<file path="src/opac_defs.vh">
// opac_defs.vh: offsets, field positions, reset values and timing counts
// of the output port and gain loop control block
// assumes: included by bare name from every opac design file
`ifndef OPAC_DEFS_VH
`define OPAC_DEFS_VH
// indirect register indices (written into the channel address pointer)
`define OPAC_IDX_HB_A 8'h08
`define OPAC_IDX_HB_B 8'h09
`define OPAC_IDX_GLA_CTRL 8'h0A
`define OPAC_IDX_GLA_HOLD 8'h0B
`define OPAC_IDX_GLA_LEVEL 8'h0C
`define OPAC_IDX_GLA_SGAIN 8'h0D
`define OPAC_IDX_GLA_KGAIN 8'h0E
`define OPAC_IDX_GLA_POLE 8'h0F
`define OPAC_IDX_GLA_AVG 8'h10
`define OPAC_IDX_GLA_DEC 8'h11
`define OPAC_IDX_GLB_KGAIN 8'h16
`define OPAC_IDX_GLB_POLE 8'h17
`define OPAC_IDX_GLB_AVG 8'h18
`define OPAC_IDX_GLB_DEC 8'h19
`define OPAC_IDX_PP_A 8'h1A
`define OPAC_IDX_LNK_A 8'h1B
`define OPAC_IDX_PP_B 8'h1C
`define OPAC_IDX_LNK_B 8'h1D
`define OPAC_IDX_PCLK 8'h1E
// half-band port control fields
`define OPAC_HB_BYPASS 0
`define OPAC_HBA_IL_LSB 1
`define OPAC_HBA_EN 3
`define OPAC_HBB_IL 1
`define OPAC_HBB_EN 2
// gain loop control fields
`define OPAC_GL_BYPASS 0
`define OPAC_GL_FIRST_ONLY 1
`define OPAC_GL_INIT_SYNC 2
`define OPAC_GL_SYNC_NOW 3
`define OPAC_GL_CLIP_MODE 4
`define OPAC_GL_WLEN_LSB 5
// parallel port control fields
`define OPAC_PP_SRC 0
`define OPAC_PP_EN_LSB 1
`define OPAC_PP_FMT8 5
// link port control fields
`define OPAC_LK_SRC 0
`define OPAC_LK_TWO_CH 1
`define OPAC_LK_NO_RSSI 2
`define OPAC_LK_WAIT_LSB 3
`define OPAC_LK_EN 7
// port clock control fields
`define OPAC_PC_MASTER 0
`define OPAC_PC_DIV_LSB 1
// reset values
`define OPAC_RST_HB 4'h0
`define OPAC_RST_GL_CTRL 8'h00
`define OPAC_RST_HOLD 16'h0000
`define OPAC_RST_PARAM 12'h000
`define OPAC_RST_PP 6'h00
`define OPAC_RST_LNK 8'h00
`define OPAC_RST_PCLK 3'h0
// timing counts
`define OPAC_SYNC_STAGES 2
`endif

</file>
<file path="src/opac_interleave.v">
// opac_interleave.v: channel interleave and interpolate-by-two slot sequencer
// assumes: slot_stb marks one output slot; channels start at BASE
`timescale 1ns/1ps
`include "opac_defs.vh"
module opac_interleave #(
  parameter [1:0] BASE = 2'h0
) (
  input wire clk,
  input wire rstn,
  input wire ce,
  input wire slot_stb,
  input wire [1:0] last_idx,
  input wire bypass,
  output reg [1:0] chan,
  output reg interp_phase,
  output reg out_stb
);
  reg [1:0] idx;
  wire [1:0] cur_idx;
  assign cur_idx = (idx > last_idx) ? 2'h0 : idx;
  always @(posedge clk or negedge rstn) begin
    if (!rstn) begin
      idx <= 2'h0;
      interp_phase <= 1'b0;
      chan <= 2'h0;
      out_stb <= 1'b0;
    end else if (ce) begin
      out_stb <= slot_stb;
      if (slot_stb) begin
        chan <= BASE + cur_idx;
        // two slots per channel when filtering
        if (bypass || interp_phase) begin
          interp_phase <= 1'b0;
          idx <= (cur_idx >= last_idx) ? 2'h0 : cur_idx + 2'h1;
        end else begin
          interp_phase <= 1'b1;
          idx <= cur_idx;
        end
      end
    end
  end
endmodule // opac_interleave

</file>
<file path="src/opac_output_ctrl.v">
// assumes: microport strobes and data on clk; sync and port clock pins asynchronous
`timescale 1ns/1ps
`include "opac_defs.vh"
module opac_output_ctrl (
  input wire clk,
  input wire rstn,
  input wire ce,
  input wire io_access_en,
  input wire ptr_wr,
  input wire [7:0] ptr_wdata,
  input wire reg_wr,
  input wire reg_rd,
  input wire [15:0] reg_wdata,
  output reg [15:0] reg_rdata,
  output reg reg_rvalid,
  input wire sync_pin,
  input wire soft_sync,
  input wire slot_a_stb,
  input wire slot_b_stb,
  input wire [22:0] hb_a_sample,
  input wire [22:0] gain_a_sample,
  input wire sample_a_valid,
  output reg [15:0] out_a_data,
  output reg out_a_valid,
  output wire [1:0] hb_a_chan,
  output wire hb_a_phase,
  output wire hb_a_stb,
  output wire [1:0] hb_b_chan,
  output wire hb_b_phase,
  output wire hb_b_stb,
  output wire hb_a_port_en,
  output wire hb_b_port_en,
  output wire gain_a_bypass,
  output wire gain_a_clip_mode,
  output wire [2:0] gain_a_wlen,
  output reg gain_a_update,
  output reg gain_a_cic_clear,
  output reg [7:0] gain_a_level,
  output reg [11:0] gain_a_sgain,
  output reg [7:0] gain_a_kgain,
  output reg [7:0] gain_a_pole,
  output reg [5:0] gain_a_avg,
  output reg [11:0] gain_a_dec,
  output wire [7:0] gain_b_kgain,
  output wire [7:0] gain_b_pole,
  output wire [5:0] gain_b_avg,
  output wire [11:0] gain_b_dec,
  output wire [3:0] pp_a_chan_en,
  output wire [1:0] pp_a_gain_en,
  output wire pp_a_fmt8,
  output wire pp_a_src_gain,
  output wire [3:0] pp_b_chan_en,
  output wire [1:0] pp_b_gain_en,
  output wire pp_b_fmt8,
  output wire pp_b_src_gain,
  output wire lnk_a_en,
  output wire [3:0] lnk_a_wait,
  output wire lnk_a_no_rssi,
  output wire lnk_a_two_ch,
  output wire lnk_a_src_gain,
  output wire lnk_b_en,
  output wire [3:0] lnk_b_wait,
  output wire lnk_b_no_rssi,
  output wire lnk_b_two_ch,
  output wire lnk_b_src_gain,
  input wire port_clk_in,
  output reg port_clk_out,
  output wire port_clk_oe_n,
  output reg port_tick
);
  reg [7:0] channel_address_pointer;
  reg [3:0] halfband_a_port_ctrl;
  reg [2:0] halfband_b_port_ctrl;
  reg [7:0] gain_loop_a_ctrl;
  reg [15:0] gain_a_holdoff;
  reg [7:0] sh_level;
  reg [11:0] sh_sgain;
  reg [7:0] sh_kgain;
  reg [7:0] sh_pole;
  reg [5:0] sh_avg;
  reg [11:0] sh_dec;
  reg [7:0] gain_loop_b_open_gain;
  reg [7:0] gain_loop_b_pole;
  reg [5:0] gain_loop_b_averaging;
  reg [11:0] gain_loop_b_update_ratio;
  reg [5:0] parallel_port_a_ctrl;
  reg [7:0] serial_link_a_ctrl;
  reg [5:0] parallel_port_b_ctrl;
  reg [7:0] serial_link_b_ctrl;
  reg [2:0] output_port_clock_ctrl;
  reg [1:0] sync_meta;
  reg sync_prev;
  reg [1:0] pclk_meta;
  reg pclk_prev;
  reg [15:0] hold_cnt;
  reg synced_once;
  reg sync_now_req;
  reg [11:0] dec_cnt;
  reg [2:0] div_cnt;
  reg [15:0] next_rdata;
  wire acc_wr;
  wire sync_evt;
  wire sync_accept;
  wire sync_fire;
  wire dec_wrap;
  wire do_init;
  wire [1:0] hba_last;
  wire [1:0] hbb_last;
  wire [15:0] trunc_out;
  wire [22:0] trunc_in;
  wire [2:0] div_half;

  assign acc_wr = reg_wr && io_access_en;

  // register writes
  always @(posedge clk or negedge rstn) begin
    if (!rstn) begin
      channel_address_pointer <= 8'h00;
      halfband_a_port_ctrl <= `OPAC_RST_HB;
      halfband_b_port_ctrl <= 3'h0;
      gain_loop_a_ctrl <= `OPAC_RST_GL_CTRL;
      gain_a_holdoff <= `OPAC_RST_HOLD;
      sh_level <= 8'h00;
      sh_sgain <= `OPAC_RST_PARAM;
      sh_kgain <= 8'h00;
      sh_pole <= 8'h00;
      sh_avg <= 6'h00;
      sh_dec <= `OPAC_RST_PARAM;
      gain_loop_b_open_gain <= 8'h00;
      gain_loop_b_pole <= 8'h00;
      gain_loop_b_averaging <= 6'h00;
      gain_loop_b_update_ratio <= `OPAC_RST_PARAM;
      parallel_port_a_ctrl <= `OPAC_RST_PP;
      serial_link_a_ctrl <= `OPAC_RST_LNK;
      parallel_port_b_ctrl <= `OPAC_RST_PP;
      serial_link_b_ctrl <= `OPAC_RST_LNK;
      output_port_clock_ctrl <= `OPAC_RST_PCLK;
      sync_now_req <= 1'b0;
    end else if (ce) begin
      sync_now_req <= 1'b0;
      if (ptr_wr && io_access_en) begin
        channel_address_pointer <= ptr_wdata;
      end
      if (acc_wr) begin
        case (channel_address_pointer)
          `OPAC_IDX_HB_A: halfband_a_port_ctrl <= reg_wdata[3:0];
          `OPAC_IDX_HB_B: halfband_b_port_ctrl <= reg_wdata[2:0];
          `OPAC_IDX_GLA_CTRL: begin
            gain_loop_a_ctrl <= {reg_wdata[7:4], 1'b0, reg_wdata[2:0]};
            sync_now_req <= reg_wdata[`OPAC_GL_SYNC_NOW];
          end
          `OPAC_IDX_GLA_HOLD: gain_a_holdoff <= reg_wdata;
          `OPAC_IDX_GLA_LEVEL: sh_level <= reg_wdata[7:0];
          `OPAC_IDX_GLA_SGAIN: sh_sgain <= reg_wdata[11:0];
          `OPAC_IDX_GLA_KGAIN: sh_kgain <= reg_wdata[7:0];
          `OPAC_IDX_GLA_POLE: sh_pole <= reg_wdata[7:0];
          `OPAC_IDX_GLA_AVG: sh_avg <= reg_wdata[5:0];
          `OPAC_IDX_GLA_DEC: sh_dec <= reg_wdata[11:0];
          `OPAC_IDX_GLB_KGAIN: gain_loop_b_open_gain <= reg_wdata[7:0];
          `OPAC_IDX_GLB_POLE: gain_loop_b_pole <= reg_wdata[7:0];
          `OPAC_IDX_GLB_AVG: gain_loop_b_averaging <= reg_wdata[5:0];
          `OPAC_IDX_GLB_DEC: gain_loop_b_update_ratio <= reg_wdata[11:0];
          `OPAC_IDX_PP_A: parallel_port_a_ctrl <= reg_wdata[5:0];
          `OPAC_IDX_LNK_A: serial_link_a_ctrl <= reg_wdata[7:0];
          `OPAC_IDX_PP_B: parallel_port_b_ctrl <= reg_wdata[5:0];
          `OPAC_IDX_LNK_B: serial_link_b_ctrl <= reg_wdata[7:0];
          `OPAC_IDX_PCLK: output_port_clock_ctrl <= reg_wdata[2:0];
          default: ;
        endcase
      end
    end
  end

  // read mux; sync-now bit reads as command still pending
  always @* begin
    case (channel_address_pointer)
      `OPAC_IDX_HB_A: next_rdata = {12'h000, halfband_a_port_ctrl};
      `OPAC_IDX_HB_B: next_rdata = {13'h0000, halfband_b_port_ctrl};
      `OPAC_IDX_GLA_CTRL: next_rdata = {8'h00, gain_loop_a_ctrl[7:4], sync_now_req, gain_loop_a_ctrl[2:0]};
      `OPAC_IDX_GLA_HOLD: next_rdata = gain_a_holdoff;
      `OPAC_IDX_GLA_LEVEL: next_rdata = {8'h00, sh_level};
      `OPAC_IDX_GLA_SGAIN: next_rdata = {4'h0, sh_sgain};
      `OPAC_IDX_GLA_KGAIN: next_rdata = {8'h00, sh_kgain};
      `OPAC_IDX_GLA_POLE: next_rdata = {8'h00, sh_pole};
      `OPAC_IDX_GLA_AVG: next_rdata = {10'h000, sh_avg};
      `OPAC_IDX_GLA_DEC: next_rdata = {4'h0, sh_dec};
      `OPAC_IDX_GLB_KGAIN: next_rdata = {8'h00, gain_loop_b_open_gain};
      `OPAC_IDX_GLB_POLE: next_rdata = {8'h00, gain_loop_b_pole};
      `OPAC_IDX_GLB_AVG: next_rdata = {10'h000, gain_loop_b_averaging};
      `OPAC_IDX_GLB_DEC: next_rdata = {4'h0, gain_loop_b_update_ratio};
      `OPAC_IDX_PP_A: next_rdata = {10'h000, parallel_port_a_ctrl};
      `OPAC_IDX_LNK_A: next_rdata = {8'h00, serial_link_a_ctrl};
      `OPAC_IDX_PP_B: next_rdata = {10'h000, parallel_port_b_ctrl};
      `OPAC_IDX_LNK_B: next_rdata = {8'h00, serial_link_b_ctrl};
      `OPAC_IDX_PCLK: next_rdata = {13'h0000, output_port_clock_ctrl};
      default: next_rdata = 16'h0000;
    endcase
  end

  always @(posedge clk or negedge rstn) begin
    if (!rstn) begin
      reg_rdata <= 16'h0000;
      reg_rvalid <= 1'b0;
    end else if (ce) begin
      reg_rvalid <= reg_rd && io_access_en;
      if (reg_rd && io_access_en) begin
        reg_rdata <= next_rdata;
      end
    end
  end

  // half-band sequencing
  // interleave code is last channel index
  assign hba_last = halfband_a_port_ctrl[`OPAC_HBA_IL_LSB+1:`OPAC_HBA_IL_LSB];
  // channel 2 alone or 2 and 3
  assign hbb_last = {1'b0, halfband_b_port_ctrl[`OPAC_HBB_IL]};
  assign hb_a_port_en = halfband_a_port_ctrl[`OPAC_HBA_EN];
  assign hb_b_port_en = halfband_b_port_ctrl[`OPAC_HBB_EN];

  opac_interleave #(.BASE(2'h0)) u_hb_a (
    .clk(clk),
    .rstn(rstn),
    .ce(ce),
    .slot_stb(slot_a_stb && hb_a_port_en),
    .last_idx(hba_last),
    .bypass(halfband_a_port_ctrl[`OPAC_HB_BYPASS]),
    .chan(hb_a_chan),
    .interp_phase(hb_a_phase),
    .out_stb(hb_a_stb)
  );

  opac_interleave #(.BASE(2'h2)) u_hb_b (
    .clk(clk),
    .rstn(rstn),
    .ce(ce),
    .slot_stb(slot_b_stb && hb_b_port_en),
    .last_idx(hbb_last),
    .bypass(halfband_b_port_ctrl[`OPAC_HB_BYPASS]),
    .chan(hb_b_chan),
    .interp_phase(hb_b_phase),
    .out_stb(hb_b_stb)
  );

  // gain loop A control
  assign gain_a_bypass = gain_loop_a_ctrl[`OPAC_GL_BYPASS];
  assign gain_a_clip_mode = gain_loop_a_ctrl[`OPAC_GL_CLIP_MODE];
  assign gain_a_wlen = gain_loop_a_ctrl[`OPAC_GL_WLEN_LSB+2:`OPAC_GL_WLEN_LSB];

  // sync pin synchroniser and edge
  always @(posedge clk or negedge rstn) begin
    if (!rstn) begin
      sync_meta <= 2'h0;
      sync_prev <= 1'b0;
    end else if (ce) begin
      sync_meta <= {sync_meta[0], sync_pin};
      sync_prev <= sync_meta[1];
    end
  end
  assign sync_evt = (sync_meta[1] && !sync_prev) || soft_sync;
  // later syncs ignored in first-only mode
  assign sync_accept = sync_evt && (gain_a_holdoff != 16'h0000) &&
    !(gain_loop_a_ctrl[`OPAC_GL_FIRST_ONLY] && synced_once);
  assign sync_fire = (sync_accept && gain_a_holdoff == 16'h0001) || (hold_cnt == 16'h0001);
  assign do_init = (sync_fire || sync_now_req) && gain_loop_a_ctrl[`OPAC_GL_INIT_SYNC];
  assign dec_wrap = sample_a_valid && (dec_cnt >= gain_a_dec);

  always @(posedge clk or negedge rstn) begin
    if (!rstn) begin
      hold_cnt <= 16'h0000;
      synced_once <= 1'b0;
      dec_cnt <= 12'h000;
      gain_a_update <= 1'b0;
      gain_a_cic_clear <= 1'b0;
      gain_a_level <= 8'h00;
      gain_a_sgain <= `OPAC_RST_PARAM;
      gain_a_kgain <= 8'h00;
      gain_a_pole <= 8'h00;
      gain_a_avg <= 6'h00;
      gain_a_dec <= `OPAC_RST_PARAM;
    end else if (ce) begin
      if (sync_accept && gain_a_holdoff != 16'h0001) begin
        hold_cnt <= gain_a_holdoff;
      end else if (hold_cnt != 16'h0000) begin
        hold_cnt <= hold_cnt - 16'h0001;
      end
      // first-only memory, rearmed by control write
      if (sync_fire) begin
        synced_once <= 1'b1;
      end else if (acc_wr && channel_address_pointer == `OPAC_IDX_GLA_CTRL) begin
        synced_once <= 1'b0;
      end
      // update and restart on each fired sync, sync-now command or decimation wrap
      gain_a_update <= sync_fire || sync_now_req || dec_wrap;
      gain_a_cic_clear <= do_init;
      if (sync_fire || sync_now_req || dec_wrap) begin
        dec_cnt <= 12'h000;
      end else if (sample_a_valid) begin
        dec_cnt <= dec_cnt + 12'h001;
      end
      if (do_init) begin
        gain_a_level <= sh_level;
        gain_a_sgain <= sh_sgain;
        gain_a_kgain <= sh_kgain;
        gain_a_pole <= sh_pole;
        gain_a_avg <= sh_avg;
        gain_a_dec <= sh_dec;
      end
    end
  end

  assign trunc_in = gain_a_bypass ? hb_a_sample : gain_a_sample;
  opac_truncate u_trunc_a (
    .din(trunc_in),
    .wlen_code(gain_a_wlen),
    .dout(trunc_out)
  );

  always @(posedge clk or negedge rstn) begin
    if (!rstn) begin
      out_a_data <= 16'h0000;
      out_a_valid <= 1'b0;
    end else if (ce) begin
      out_a_valid <= sample_a_valid;
      if (sample_a_valid) begin
        out_a_data <= trunc_out;
      end
    end
  end

  assign gain_b_kgain = gain_loop_b_open_gain;
  assign gain_b_pole = gain_loop_b_pole;
  assign gain_b_avg = gain_loop_b_averaging;
  assign gain_b_dec = gain_loop_b_update_ratio;

  // parallel ports
  // source select
  assign pp_a_src_gain = parallel_port_a_ctrl[`OPAC_PP_SRC];
  assign pp_b_src_gain = parallel_port_b_ctrl[`OPAC_PP_SRC];
  assign pp_a_fmt8 = parallel_port_a_ctrl[`OPAC_PP_FMT8];
  assign pp_b_fmt8 = parallel_port_b_ctrl[`OPAC_PP_FMT8];
  assign pp_a_chan_en = pp_a_src_gain ? 4'h0 : parallel_port_a_ctrl[`OPAC_PP_EN_LSB+3:`OPAC_PP_EN_LSB];
  assign pp_a_gain_en = pp_a_src_gain ? parallel_port_a_ctrl[`OPAC_PP_EN_LSB+1:`OPAC_PP_EN_LSB] : 2'h0;
  assign pp_b_chan_en = pp_b_src_gain ? 4'h0 : parallel_port_b_ctrl[`OPAC_PP_EN_LSB+3:`OPAC_PP_EN_LSB];
  assign pp_b_gain_en = pp_b_src_gain ? parallel_port_b_ctrl[`OPAC_PP_EN_LSB+1:`OPAC_PP_EN_LSB] : 2'h0;

  // link ports
  // enable and wait
  assign lnk_a_en = serial_link_a_ctrl[`OPAC_LK_EN];
  assign lnk_a_wait = serial_link_a_ctrl[`OPAC_LK_WAIT_LSB+3:`OPAC_LK_WAIT_LSB];
  assign lnk_b_en = serial_link_b_ctrl[`OPAC_LK_EN];
  assign lnk_b_wait = serial_link_b_ctrl[`OPAC_LK_WAIT_LSB+3:`OPAC_LK_WAIT_LSB];
  assign lnk_a_no_rssi = serial_link_a_ctrl[`OPAC_LK_NO_RSSI];
  assign lnk_b_no_rssi = serial_link_b_ctrl[`OPAC_LK_NO_RSSI];
  assign lnk_a_two_ch = serial_link_a_ctrl[`OPAC_LK_TWO_CH];
  assign lnk_b_two_ch = serial_link_b_ctrl[`OPAC_LK_TWO_CH];
  assign lnk_a_src_gain = serial_link_a_ctrl[`OPAC_LK_SRC];
  assign lnk_b_src_gain = serial_link_b_ctrl[`OPAC_LK_SRC];

  // port clock: slave samples pin, master divides clk
  // direction and divisor
  assign port_clk_oe_n = !output_port_clock_ctrl[`OPAC_PC_MASTER];
  assign div_half = (3'h1 << output_port_clock_ctrl[`OPAC_PC_DIV_LSB+1:`OPAC_PC_DIV_LSB]) - 3'h1;

  always @(posedge clk or negedge rstn) begin
    if (!rstn) begin
      pclk_meta <= 2'h0;
      pclk_prev <= 1'b0;
      div_cnt <= 3'h0;
      port_clk_out <= 1'b0;
      port_tick <= 1'b0;
    end else if (ce) begin
      pclk_meta <= {pclk_meta[0], port_clk_in};
      pclk_prev <= pclk_meta[1];
      if (output_port_clock_ctrl[`OPAC_PC_MASTER]) begin
        if (div_cnt >= div_half) begin
          div_cnt <= 3'h0;
          port_clk_out <= !port_clk_out;
          port_tick <= !port_clk_out;
        end else begin
          div_cnt <= div_cnt + 3'h1;
          port_tick <= 1'b0;
        end
      end else begin
        div_cnt <= 3'h0;
        port_clk_out <= 1'b0;
        port_tick <= pclk_meta[1] && !pclk_prev;
      end
    end
  end
endmodule // opac_output_ctrl

</file>
<file path="src/opac_truncate.v">
// opac_truncate.v: cuts a 23-bit sample to the programmed output word width
// assumes: combinational, result msb-aligned in 16 bits, low bits zero
`timescale 1ns/1ps
`include "opac_defs.vh"
module opac_truncate (
  input wire [22:0] din,
  input wire [2:0] wlen_code,
  output reg [15:0] dout
);
  reg [15:0] keep_mask;
  always @* begin
    case (wlen_code)
      3'h7: keep_mask = 16'hF000;
      3'h6: keep_mask = 16'hF800;
      3'h5: keep_mask = 16'hFC00;
      3'h4: keep_mask = 16'hFE00;
      3'h3: keep_mask = 16'hFF00;
      3'h2: keep_mask = 16'hFFC0;
      3'h1: keep_mask = 16'hFFF0;
      default: keep_mask = 16'hFFFF;
    endcase
    dout = din[22:7] & keep_mask;
  end
endmodule // opac_truncate

</file>
<file path="config.mk">
export PLATFORM = sky130hd
export DESIGN_NAME = opac_output_ctrl
export DESIGN_NICKNAME = d
export VERILOG_FILES = /design/src/opac_interleave.v /design/src/opac_output_ctrl.v /design/src/opac_truncate.v
export VERILOG_INCLUDE_DIRS = /design/src
export SDC_FILE = /design/constraint.sdc
export NUM_CORES = 1
export LEC_CHECK = 0
export BUFFER_PORTS_ARGS = -buffer_cell sky130_fd_sc_hd__clkbuf_2
export CAP_MARGIN = 20
export CORE_MARGIN = 2
export CORE_UTILIZATION = 60
export CTS_CLUSTER_SIZE = 12
export DETAILED_ROUTE_END_ITERATION = 8
export PLACE_DENSITY = 0.85
export SYNTH_ARGS = -nofsm -noshare
export SYNTH_HDL_FRONTEND = slang
export SYNTH_SLANG_ARGS = --single-unit
</file>
<file path="constraint.sdc">
create_clock -name clk -period 5.9 [get_ports clk]
set_input_delay 0 -clock clk [delete_from_list [all_inputs] [get_ports clk]]
set_output_delay 0 -clock clk [all_outputs]
set_load 0.01 [all_outputs]
</file>
==> results.yml, run 1 <==
die:
  dieArea_mm2: 0.0251
  initial_utilization: 0.611
  die-width_um: 158
  rows: 56
  die_y_um: 158
  io_pins: 257
  core_mm2: 0.0234
yosys:
  ys_types: 65
  synth_top_cell_area_share: 0.525
  synth_area_mm2: 0.0143
  yosysMostFrequentCell: "dfrtp_1"
  yosysTopAreaCell: "dfrtp_1"
  synthTopCellsByArea: "dfrtp_1 (52%), mux2_2 (16%), o21ai_0 (3.2%), nand2_1 (2.7%), mux2i_1 (2.6%)"
  synth_ff_type: "dfrtp_1"
  avgSynthCellArea_um2: 11.5
  synth_edf_count: 0
  syn_nets: 1355
  async_flop_share: 1.00
  synth.ff_latch_count: 300
  yosys-top-cells-count: "dfrtp_1 (300), mux2_2 (208), nand2_1 (101)"
  seq_area_frac_synth: 0.525
  yosys_warnings: 0
  netlist_instances: 1246
critical_path:
  critPathLaunchType: "register"
  critPathTopFamily: "simple AND/OR/NAND/NOR gates"
  end_kind: "register"
  worst-setup-path-type: "reg2reg"
  worst_ep_arrival_time_ns: 3.79
  worstPathCellList: "nor4_1 > nand4_1 > o211ai_1 > and3_2 > buf_4 > mux2_2"
  crit_required_ns: 6.34
  slowest_stage: "and3_2"
  cpPeakStageDelay_ns: 0.98
  crit_fanout: 42
  crit_buf_inv: 1
grt:
  gr-total-overflow: 0
  grt_util_all_layers: 0.343
  grt_pass1_vias: 11758
  antenna_found_initial: 0
  grt_max_degree: 134
  grt_pass1_wl_mm: 66.1
route:
  wirelength_mm: 42.8
  vias_per_cell: 6.37
  wl_per_cell_um: 23.0
  vias: 11821
  dr.pass1.iters: 6
  drtIter0Drc: 1109
  drt.antenna.violating_nets: 0
  drcViolationCount: 0
finish:
  drive_above_1_share: 0.345
  diodes: 0
  area_delta_synth_final_pct: 20.9
  fill_cells: 1615
  fin_nets: 1630
worst_hold_path:
  hold_path.class: "in2reg"
sta:
  relSlewSlack: 0.264
  finClkSkew_ns: 0.0124
  drv_slew: 0
  tns_ns: 0
  period_needed_ns: 3.35
  fin_crit_sh: 0.567
  grt_setup_unrepaired: "no"
  fmax_mhz: 299
  hold_viol_final: 0
  tightest_slew_ns: 1.10
  setup-violations-final: 0
clock_tree:
  htree_levels: 1
  clockBufferDepth: 3
  cts_root_buffer: "clkbuf_16"
  insertion_delay_ns: 0.57
  cts_buffers: 31
  cts_tree: "built"
  clock_sinks: 300
  clk_pin_slew_ns: 0.06
  post_cts_buffers: 0
power_and_ir_drop:
  power.share.clock: 0.363
  seqPwrFrac: 0.462
  intPower_mw: 3.71
  p_total_mw: 5.25
  power_switching_mw: 1.54
  pwr_density_cell_mw_per_mm2: 304
  cellLeakagePower_nw: 8.41
  vdd_drop_max_uv: 223
  netSwitchingFraction: 0.293
  combPwrFrac: 0.175
placed_design:
  dp_hpwl_mm: 28.2
  port_buffers: 242
  place_congestion: 0.951
status:
  status: "finished, final reports clean"
job:
  drv_cap: 0
layout make-up:
class | instances | area, µm² | area share
flip-flops and latches | 300 | 7510 | 0.434
multi-input cells | 836 | 6340 | 0.366
repair buffers | 317 | 1950 | 0.113
clock buffers | 44 | 885 | 0.0512
well taps | 319 | 399 | 0.0231
inverters | 35 | 131 | 0.00760
clock inverters | 5 | 82.6 | 0.00478
cell usage in the layout, fill, tap and decap left out, types with 5 or more instances in the layout:
cell type and count:
dlygate4sd3_1 58, nor4_1 10, mux2_2 208, nand3_1 31, a22o_1 10, inv_1 35, clkbuf_2 241, dfrtp_1 300
clkbuf_16 31, a21o_1 9, clkbuf_8 6, clkbuf_1 7, a221oi_1 6, a31oi_1 6, o21ai_0 91, a32oi_1 15
nor3_1 17, o22ai_1 8, nand2_1 101, buf_4 16, nor3_2 7, nor2_1 42, and3_1 8, nor2b_1 21
a21oi_1 50, a22oi_1 13, o31ai_1 10, nand2b_1 9, mux2i_1 37, ha_1 26, nand4_1 10, a211oi_1 7
a222oi_1 5, and2_1 13, nor3b_1 8
worst register-to-register path: cells and delay by family (launching register included):
family / cells / cell delay, ns
AO/OA/AOI/OAI: 1 / 0.36
buffers and inverters: 1 / 0.41
flip-flops: 1 / 0.45
multiplexers: 1 / 0.37
AND/OR/NAND/NOR: 3 / 1.64
logic make-up (layout without fill, tap and decap cells):
logic type | count (synthesis) | count (layout) | share of synthesized area
AND/OR/NAND/NOR | 303 | 303 | 0.111
flip-flops | 300 | 300 | 0.525
AO/OA/AOI/OAI | 261 | 261 | 0.118
multiplexers | 246 | 246 | 0.191
buffers and inverters | 110 | 401 | 0.0328
adder cells (fa/ha/maj) | 26 | 26 | 0.0227
power by group through the flow:
| stage | clock network (mW) | registers, mW | logic (mW) |
|---|---|---|---|
| after floorplan | 0 | 2.39 | 0.596 |
| after global placement | 0 | 2.44 | 0.823 |
| after detailed placement | 0 | 2.45 | 0.856 |
| after CTS | 1.91 | 2.42 | 0.900 |
| after global routing | 2.00 | 2.45 | 1.01 |
| final | 1.90 | 2.43 | 0.919 |
what timing repair did:
item	4_1_cts	5_1_grt
gates resized for setup	0	0
endpoints found under the hold margin	199	0
hold buffers	58	0
metal layers:
layer | vias to the layer above | track usage | wire length, µm
met4 | 0 | 0.143 | 1930
li1 | 5129 | - | -
met3 | 142 | 0.0670 | 3810
met1 | 5883 | 0.460 | 16700
met2 | 667 | 0.550 | 20300
met5 | - | 0 | 0
stage by stage:
stage / utilization / setup WS, ns / std cells / cell area (µm²) / hold slack [ns]
6_report: 0.739 / 2.55 / 1856 / 17300 / 0.0448
5_1_grt: 0.739 / 2.36 / 1856 / 17300 / 0.0634
4_1_cts: 0.738 / 2.57 / 1855 / 17300 / 0.00798
3_5_place_dp: 0.672 / 2.60 / 1748 / 15700 / 0.206
3_3_place_gp: 0.672 / 2.64 / 1748 / 15700 / 0.201
2_1_floorplan: - / 3.49 / 1246 / 14300 / -0.296
state kept, by name, indices dropped and copies added, names as in the netlist, 16 cells and up:
name / flops
out_a_data: 16
gain_a_holdoff: 16
hold_cnt: 16
reg_rdata: 16
final timing paths:
path | start | depth (start not counted) | slack [ns] | end
worst max-delay path | gain_a_holdoff[3] | 6 | 2.55 | gain_a_dec[0]
worst min-delay path | reg_wdata[2] | 3 | 0.04 | output_port_clock_ctrl[2]
worst max register to register | gain_a_holdoff[3] | 6 | 2.55 | gain_a_dec[0]
worst min register to register | reg_rdata[8] | 1 | 0.48 | reg_rdata[8]
max in group asynchronous | rstn | 3 | 4.10 | gain_a_dec[4]
min in group asynchronous | rstn | 2 | 0.15 | parallel_port_b_ctrl[0]
(Power assumes the default switching activity.)
==> run 2, diff against run 1 <==
--- a/config.mk
+++ b/config.mk
@@ -9,10 +9,10 @@
 export BUFFER_PORTS_ARGS = -buffer_cell sky130_fd_sc_hd__clkbuf_2
 export CAP_MARGIN = 20
 export CORE_MARGIN = 2
-export CORE_UTILIZATION = 60
+export CORE_UTILIZATION = 56
 export CTS_CLUSTER_SIZE = 12
 export DETAILED_ROUTE_END_ITERATION = 8
-export PLACE_DENSITY = 0.85
+export PLACE_DENSITY = 0.8
 export SYNTH_ARGS = -nofsm -noshare
 export SYNTH_HDL_FRONTEND = slang
 export SYNTH_SLANG_ARGS = --single-unit
==> constraint.sdc (replaced) <==
create_clock -name clk -period 3.1 [get_ports clk]
set_input_delay 0 -clock clk [delete_from_list [all_inputs] [get_ports clk]]
set_output_delay 0 -clock clk [all_outputs]
set_load 0.01 [all_outputs]
==> run 2 against run 1 <==
Design area is 1.5% higher; worst hold slack got worse by 0.037 ns; sequential cell count did not move; fmax increased by 21%; utilization decreased by 4.0 points; total power grew 94%; largest cell class unchanged; setup slack lost 2.2 ns; non-clock buffer count grew 24; cell count is 2.4% higher.
==> results.yml, run 2 (same netlist as run 1, synthesis figures left out) <==
clock_tree:
  clockBufferDepth: 3
  clock_sinks: 300
  htree_levels: 2
  clk_pin_slew_ns: 0.06
  cts_root_buffer: "clkbuf_16"
  insertion_delay_ns: 0.52
  cts_buffers: 34
  cts_tree: "built"
sta:
  fin_crit_sh: 0.893
  hold_viol_final: 0
  relSlewSlack: 0.460
  tightest_slew_ns: 0.805
  fmax_mhz: 361
  period_needed_ns: 2.77
  drv_slew: 0
  tns_ns: 0
  setup-violations-final: 0
  finClkSkew_ns: 0.0195
  grt_setup_unrepaired: "no"
die:
  die-width_um: 164
  core_mm2: 0.0251
  initial_utilization: 0.570
  die_y_um: 164
  io_pins: 257
  rows: 58
  dieArea_mm2: 0.0268
finish:
  fin_nets: 1657
  layout_commonest_cell: "dfrtp_1"
  layoutNonFillerInstCount: 1900
  area_delta_synth_final_pct: 22.7
  diodes: 0
  drive_above_1_share: 0.359
  fin_util: 0.699
  design_area_mm2: 0.0176
  most-common-layout-cells: "dfrtp_1 (300), clkbuf_2 (241), mux2_2 (208)"
job:
  drv_cap: 0
critical_path:
  worstPathCellList: "or4b_1 > nor3_2 > nand2_1 > mux4_2 > nand3_1 > a22o_1"
  crit_fanout: 12
  end_kind: "register"
  r2r_cells: 6
  crit_start: "channel_address_pointer[4]"
  cpPeakStageDelay_ns: 0.81
  r2r_start: "channel_address_pointer[4]"
  crit_required_ns: 3.55
  critPathTopFamily: "simple AND/OR/NAND/NOR gates"
  critPathLaunchType: "register"
  r2r_end: "reg_rdata[6]"
  worst_ep_arrival_time_ns: 3.22
  crit_buf_inv: 0
  rrSetupSlack_ns: 0.33
  worst-setup-path-type: "reg2reg"
  slowest_stage: "or4b_1"
worst_hold_path:
  hold_depth: 3
  hold_start: "slot_a_stb"
  whs_endpoint: "u_hb_a.chan[0]"
  hold_path.class: "in2reg"
power_and_ir_drop:
  vdd_drop_max_uv: 405
  pwr_density_cell_mw_per_mm2: 581
  cellLeakagePower_nw: 8.56
grt:
  grt_max_degree: 88
  grt_util_all_layers: 0.324
  grt_pass1_wl_mm: 66.7
  grt_pass1_vias: 11642
  gr-total-overflow: 0
  antenna_found_initial: 1
route:
  vias: 11799
  drtIter0Drc: 1174
  wirelength_mm: 43.1
  drt.antenna.violating_nets: 0
  drcViolationCount: 0
  dr.pass1.iters: 5
  wl_per_cell_um: 22.7
  vias_per_cell: 6.21
placed_design:
  place_congestion: 1.01
  port_buffers: 242
  dp_hpwl_mm: 29.4
  placed_area_mm2: 0.0160
  placed_cells: 1788
status:
  status: "finished, final reports clean"
-- run 2: cell count changes in the layout (fill, tap and decap cells not counted), sizes merged --
cell / previous run / this run
dlygate4sd3: 58 / 54
bufinv: 2 / 1
clkinvlp: 0 / 3
clkbuf: 285 / 290
buf: 18 / 46
clkinv: 2 / 4
-- run 2: tightest hold or removal path, stage by stage --
cell	delay (ns)
clkbuf_2	0.08
nand3_1	0.27
o21ai_0	0.12
-- run 2: layer usage --
metal	vias up	global-route usage	wire length (µm)
met5	-	0	0
met4	0	0.134	1760
met3	113	0.0596	3260
met2	586	0.499	20000
met1	5943	0.454	18100
li1	5157	-	-
-- run 2: what timing repair did --
action	in CTS	in global routing
setup buffers	0	0
endpoints found under the hold margin	126	0
gates resized for setup	1	0
hold buffers	54	0
endpoints found under the setup margin	1	0
-- run 2: metrics by stage --
stage / power, mW / hold slack, ns / setup slack [ns]
finish: 10.2 / 0.00791 / 0.331
global route: 10.6 / 0.0631 / 0.135
CTS: 10.2 / 0.0106 / 0.348
detailed placement: 6.36 / 0.0352 / 0.0742
global placement: 6.29 / 0.0363 / 0.184
floorplan: 5.69 / -0.296 / 0.690
-- run 2: worst max path at each step --
stage | to | slack, ns | cells past startpoint
detailed placement | dec_cnt[10] | 0.07 | 8
CTS | reg_rdata[6] | 0.35 | 6
global route | dec_cnt[11] | 0.13 | 8
finish | reg_rdata[6] | 0.33 | 6
global placement | dec_cnt[11] | 0.18 | 6
floorplan | u_hb_a.idx[1] | 0.69 | 11
-- run 2: power by group --
group	internal (mW)	leakage, nW	switching, mW
combinational	0.762	4.11	1.04
sequential	4.22	3.96	0.377
clock	2.23	0.501	1.56
-- run 2: area by class of cell --
cell class / instances / area (µm²)
Multi-Input combinational cell: 836 / 6340
Clock inverter: 9 / 81.3
Timing Repair Buffer: 341 / 2120
Sequential cell: 300 / 7510
Inverter: 35 / 131
Fill cell: 1873 / 7550
Clock buffer: 49 / 958
Tap cell: 330 / 413
==> run 3, diff against run 2 <==
--- a/config.mk
+++ b/config.mk
@@ -6,13 +6,14 @@
 export SDC_FILE = /design/constraint.sdc
 export NUM_CORES = 1
 export LEC_CHECK = 0
-export BUFFER_PORTS_ARGS = -buffer_cell sky130_fd_sc_hd__clkbuf_2
+export BUFFER_PORTS_ARGS = -buffer_cell sky130_fd_sc_hd__buf_2
 export CAP_MARGIN = 20
 export CORE_MARGIN = 2
 export CORE_UTILIZATION = 56
 export CTS_CLUSTER_SIZE = 12
 export DETAILED_ROUTE_END_ITERATION = 8
 export PLACE_DENSITY = 0.8
+export RECOVER_POWER = 25
 export SYNTH_ARGS = -nofsm -noshare
 export SYNTH_HDL_FRONTEND = slang
 export SYNTH_SLANG_ARGS = --single-unit
==> run 3 against run 2 <==
The flow now finishes with violations (capacitance limit, slew limit); clock skew decreased by 0.0027 ns; die area unchanged; register-to-register slack got worse by 0.03 ns; wire length decreased by 1.6%; cell count decreased by 0.32%; via count decreased by 1.1%; combinational power about the same; clock-buffer cell count decreased by 8; critical path depth decreased by 1; global-route usage decreased by 0.33 points; critical endpoint is now sh_dec[2].
==> results.yml, run 3 (same netlist as run 1, synthesis figures left out) <==
finish:
  seq_area_mm2: 0.00751
  area_delta_synth_final_pct: 22.5
  most-common-layout-cells: "dfrtp_1 (300), buf_2 (241), mux2_2 (208)"
  fill_cells: 1844
  diodes: 0
  layout_commonest_cell: "dfrtp_1"
  multiInputGateArea_mm2: 0.00634
  fin_nets: 1659
  drive_above_1_share: 0.359
clock_tree:
  cts_tree: "built"
  htree_levels: 1
  cts_root_buffer: "clkbuf_16"
  clock_sinks: 300
  clk_pin_slew_ns: 0.06
  insertion_delay_ns: 0.56
  cts_buffers: 31
  clockBufferDepth: 3
  post_cts_buffers: 0
sta:
  drv_slew: 68
  setup-violations-final: 0
  finClkSkew_ns: 0.0168
  period_needed_ns: 2.79
  relSlewSlack: -0.246
  tightest_slew_ns: 1.87
  hold_viol_final: 0
  fin_hold_ws_ns: 0.00537
  grt_setup_unrepaired: "no"
  tns_ns: 0
  fmax_mhz: 358
  setup_slack_ns: 0.305
  fin_crit_sh: 0.901
die:
  rows: 58
  io_pins: 257
  core_mm2: 0.0251
  die_y_um: 164
  dieArea_mm2: 0.0268
  die-width_um: 164
  initial_utilization: 0.570
power_and_ir_drop:
  p_total_mw: 10.0
  pwr_density_cell_mw_per_mm2: 571
  cellLeakagePower_nw: 8.65
  vdd_drop_max_uv: 537
critical_path:
  worst_ep_arrival_time_ns: 3.23
  cpPeakStageDelay_ns: 0.71
  worst-setup-path-type: "reg2reg"
  end_kind: "register"
  crit_required_ns: 3.54
  slowest_stage: "or4b_1"
  crit_fanout: 13
  critPathLaunchType: "register"
  worstPathCellList: "or4b_1 > buf_4 > nor4_4 > nand2_1 > mux2_2"
route:
  wirelength_mm: 42.4
  drcViolationCount: 0
  dr.pass1.iters: 5
  drt.antenna.violating_nets: 0
  wl_per_cell_um: 22.4
  drtIter0Drc: 1129
  vias: 11666
  vias_per_cell: 6.16
status:
  failed_checks: "capacitance limit, slew limit"
  status: "finished with violations"
grt:
  grt_util_all_layers: 0.320
  gr-total-overflow: 0
  grt_max_degree: 83
  grt_pass1_wl_mm: 66.2
  grt_pass1_vias: 11675
  antenna_found_initial: 0
placed_design:
  port_buffers: 242
  dp_hpwl_mm: 29.1
  place_congestion: 0.942
  pre_cts_ws_ns: 0.130
job:
  drv_cap: 1
worst_hold_path:
  hold_path.class: "in2reg"
[run 3: cell type report]
type	instances	share of cell area
clock inverter	6	0.00493
tap	330	0.0236
multi-input combinational	836	0.362
inverter	35	0.00750
clock buffer	41	0.0504
timing repair buffer	346	0.123
sequential	300	0.429
[run 3: where the power goes]
group          total (mW)  switching, mW  internal (mW)
Clock                3.61           1.49           2.13
Combinational        1.80           1.04          0.759
Sequential           4.60          0.371           4.22
Total                10.0           2.90           7.11
[run 3: critical path: cells and delay by family (launching register included)]
| family | cells | cell delay, ns |
|---|---|---|
| muxes | 1 | 0.46 |
| and+or+nand+nor | 3 | 1.36 |
| DFF | 1 | 0.56 |
| buffers and inverters | 1 | 0.29 |
[run 3: worst paths after layout]
path                                             from                       to  slack (ns)  cells past startpoint
setup / recovery           channel_address_pointer[4]                sh_dec[2]        0.31                      5
setup reg to reg           channel_address_pointer[4]                sh_dec[2]        0.31                      5
hold / removal                         sample_a_valid            gain_a_update       0.005                      3
max in group asynchronous                        rstn               dec_cnt[5]        0.55                      3
hold reg to reg                        u_hb_b.chan[1]           u_hb_b.chan[1]        0.47                      1
min in group asynchronous                        rstn  parallel_port_b_ctrl[3]        0.48                      2
[run 3: metal layers]
metal | share of wire | vias to the layer above | GRT usage
met5 | 0 | - | 0
met4 | 0.038 | 0 | 0.140
met3 | 0.083 | 108 | 0.0576
met2 | 0.46 | 602 | 0.498
met1 | 0.42 | 5789 | 0.445
li1 | - | 5167 | -
[run 3: repair_timing]
| action | in CTS | in global routing |
|---|---|---|
| hold buffers | 58 | 0 |
| resized for setup | 0 | 1 |
| endpoints found under the setup margin | 0 | 12 |
| endpoints found under the hold margin | 326 | 0 |
[run 3: through the flow]
stage / instance area [µm²] / cells / utilization
detailed placement: 16000 / 1789 / 0.637
CTS: 17500 / 1894 / 0.699
finish: 17500 / 1894 / 0.698
floorplan: 14300 / 1246 / -
global placement: 16000 / 1789 / 0.637
global route: 17500 / 1894 / 0.698
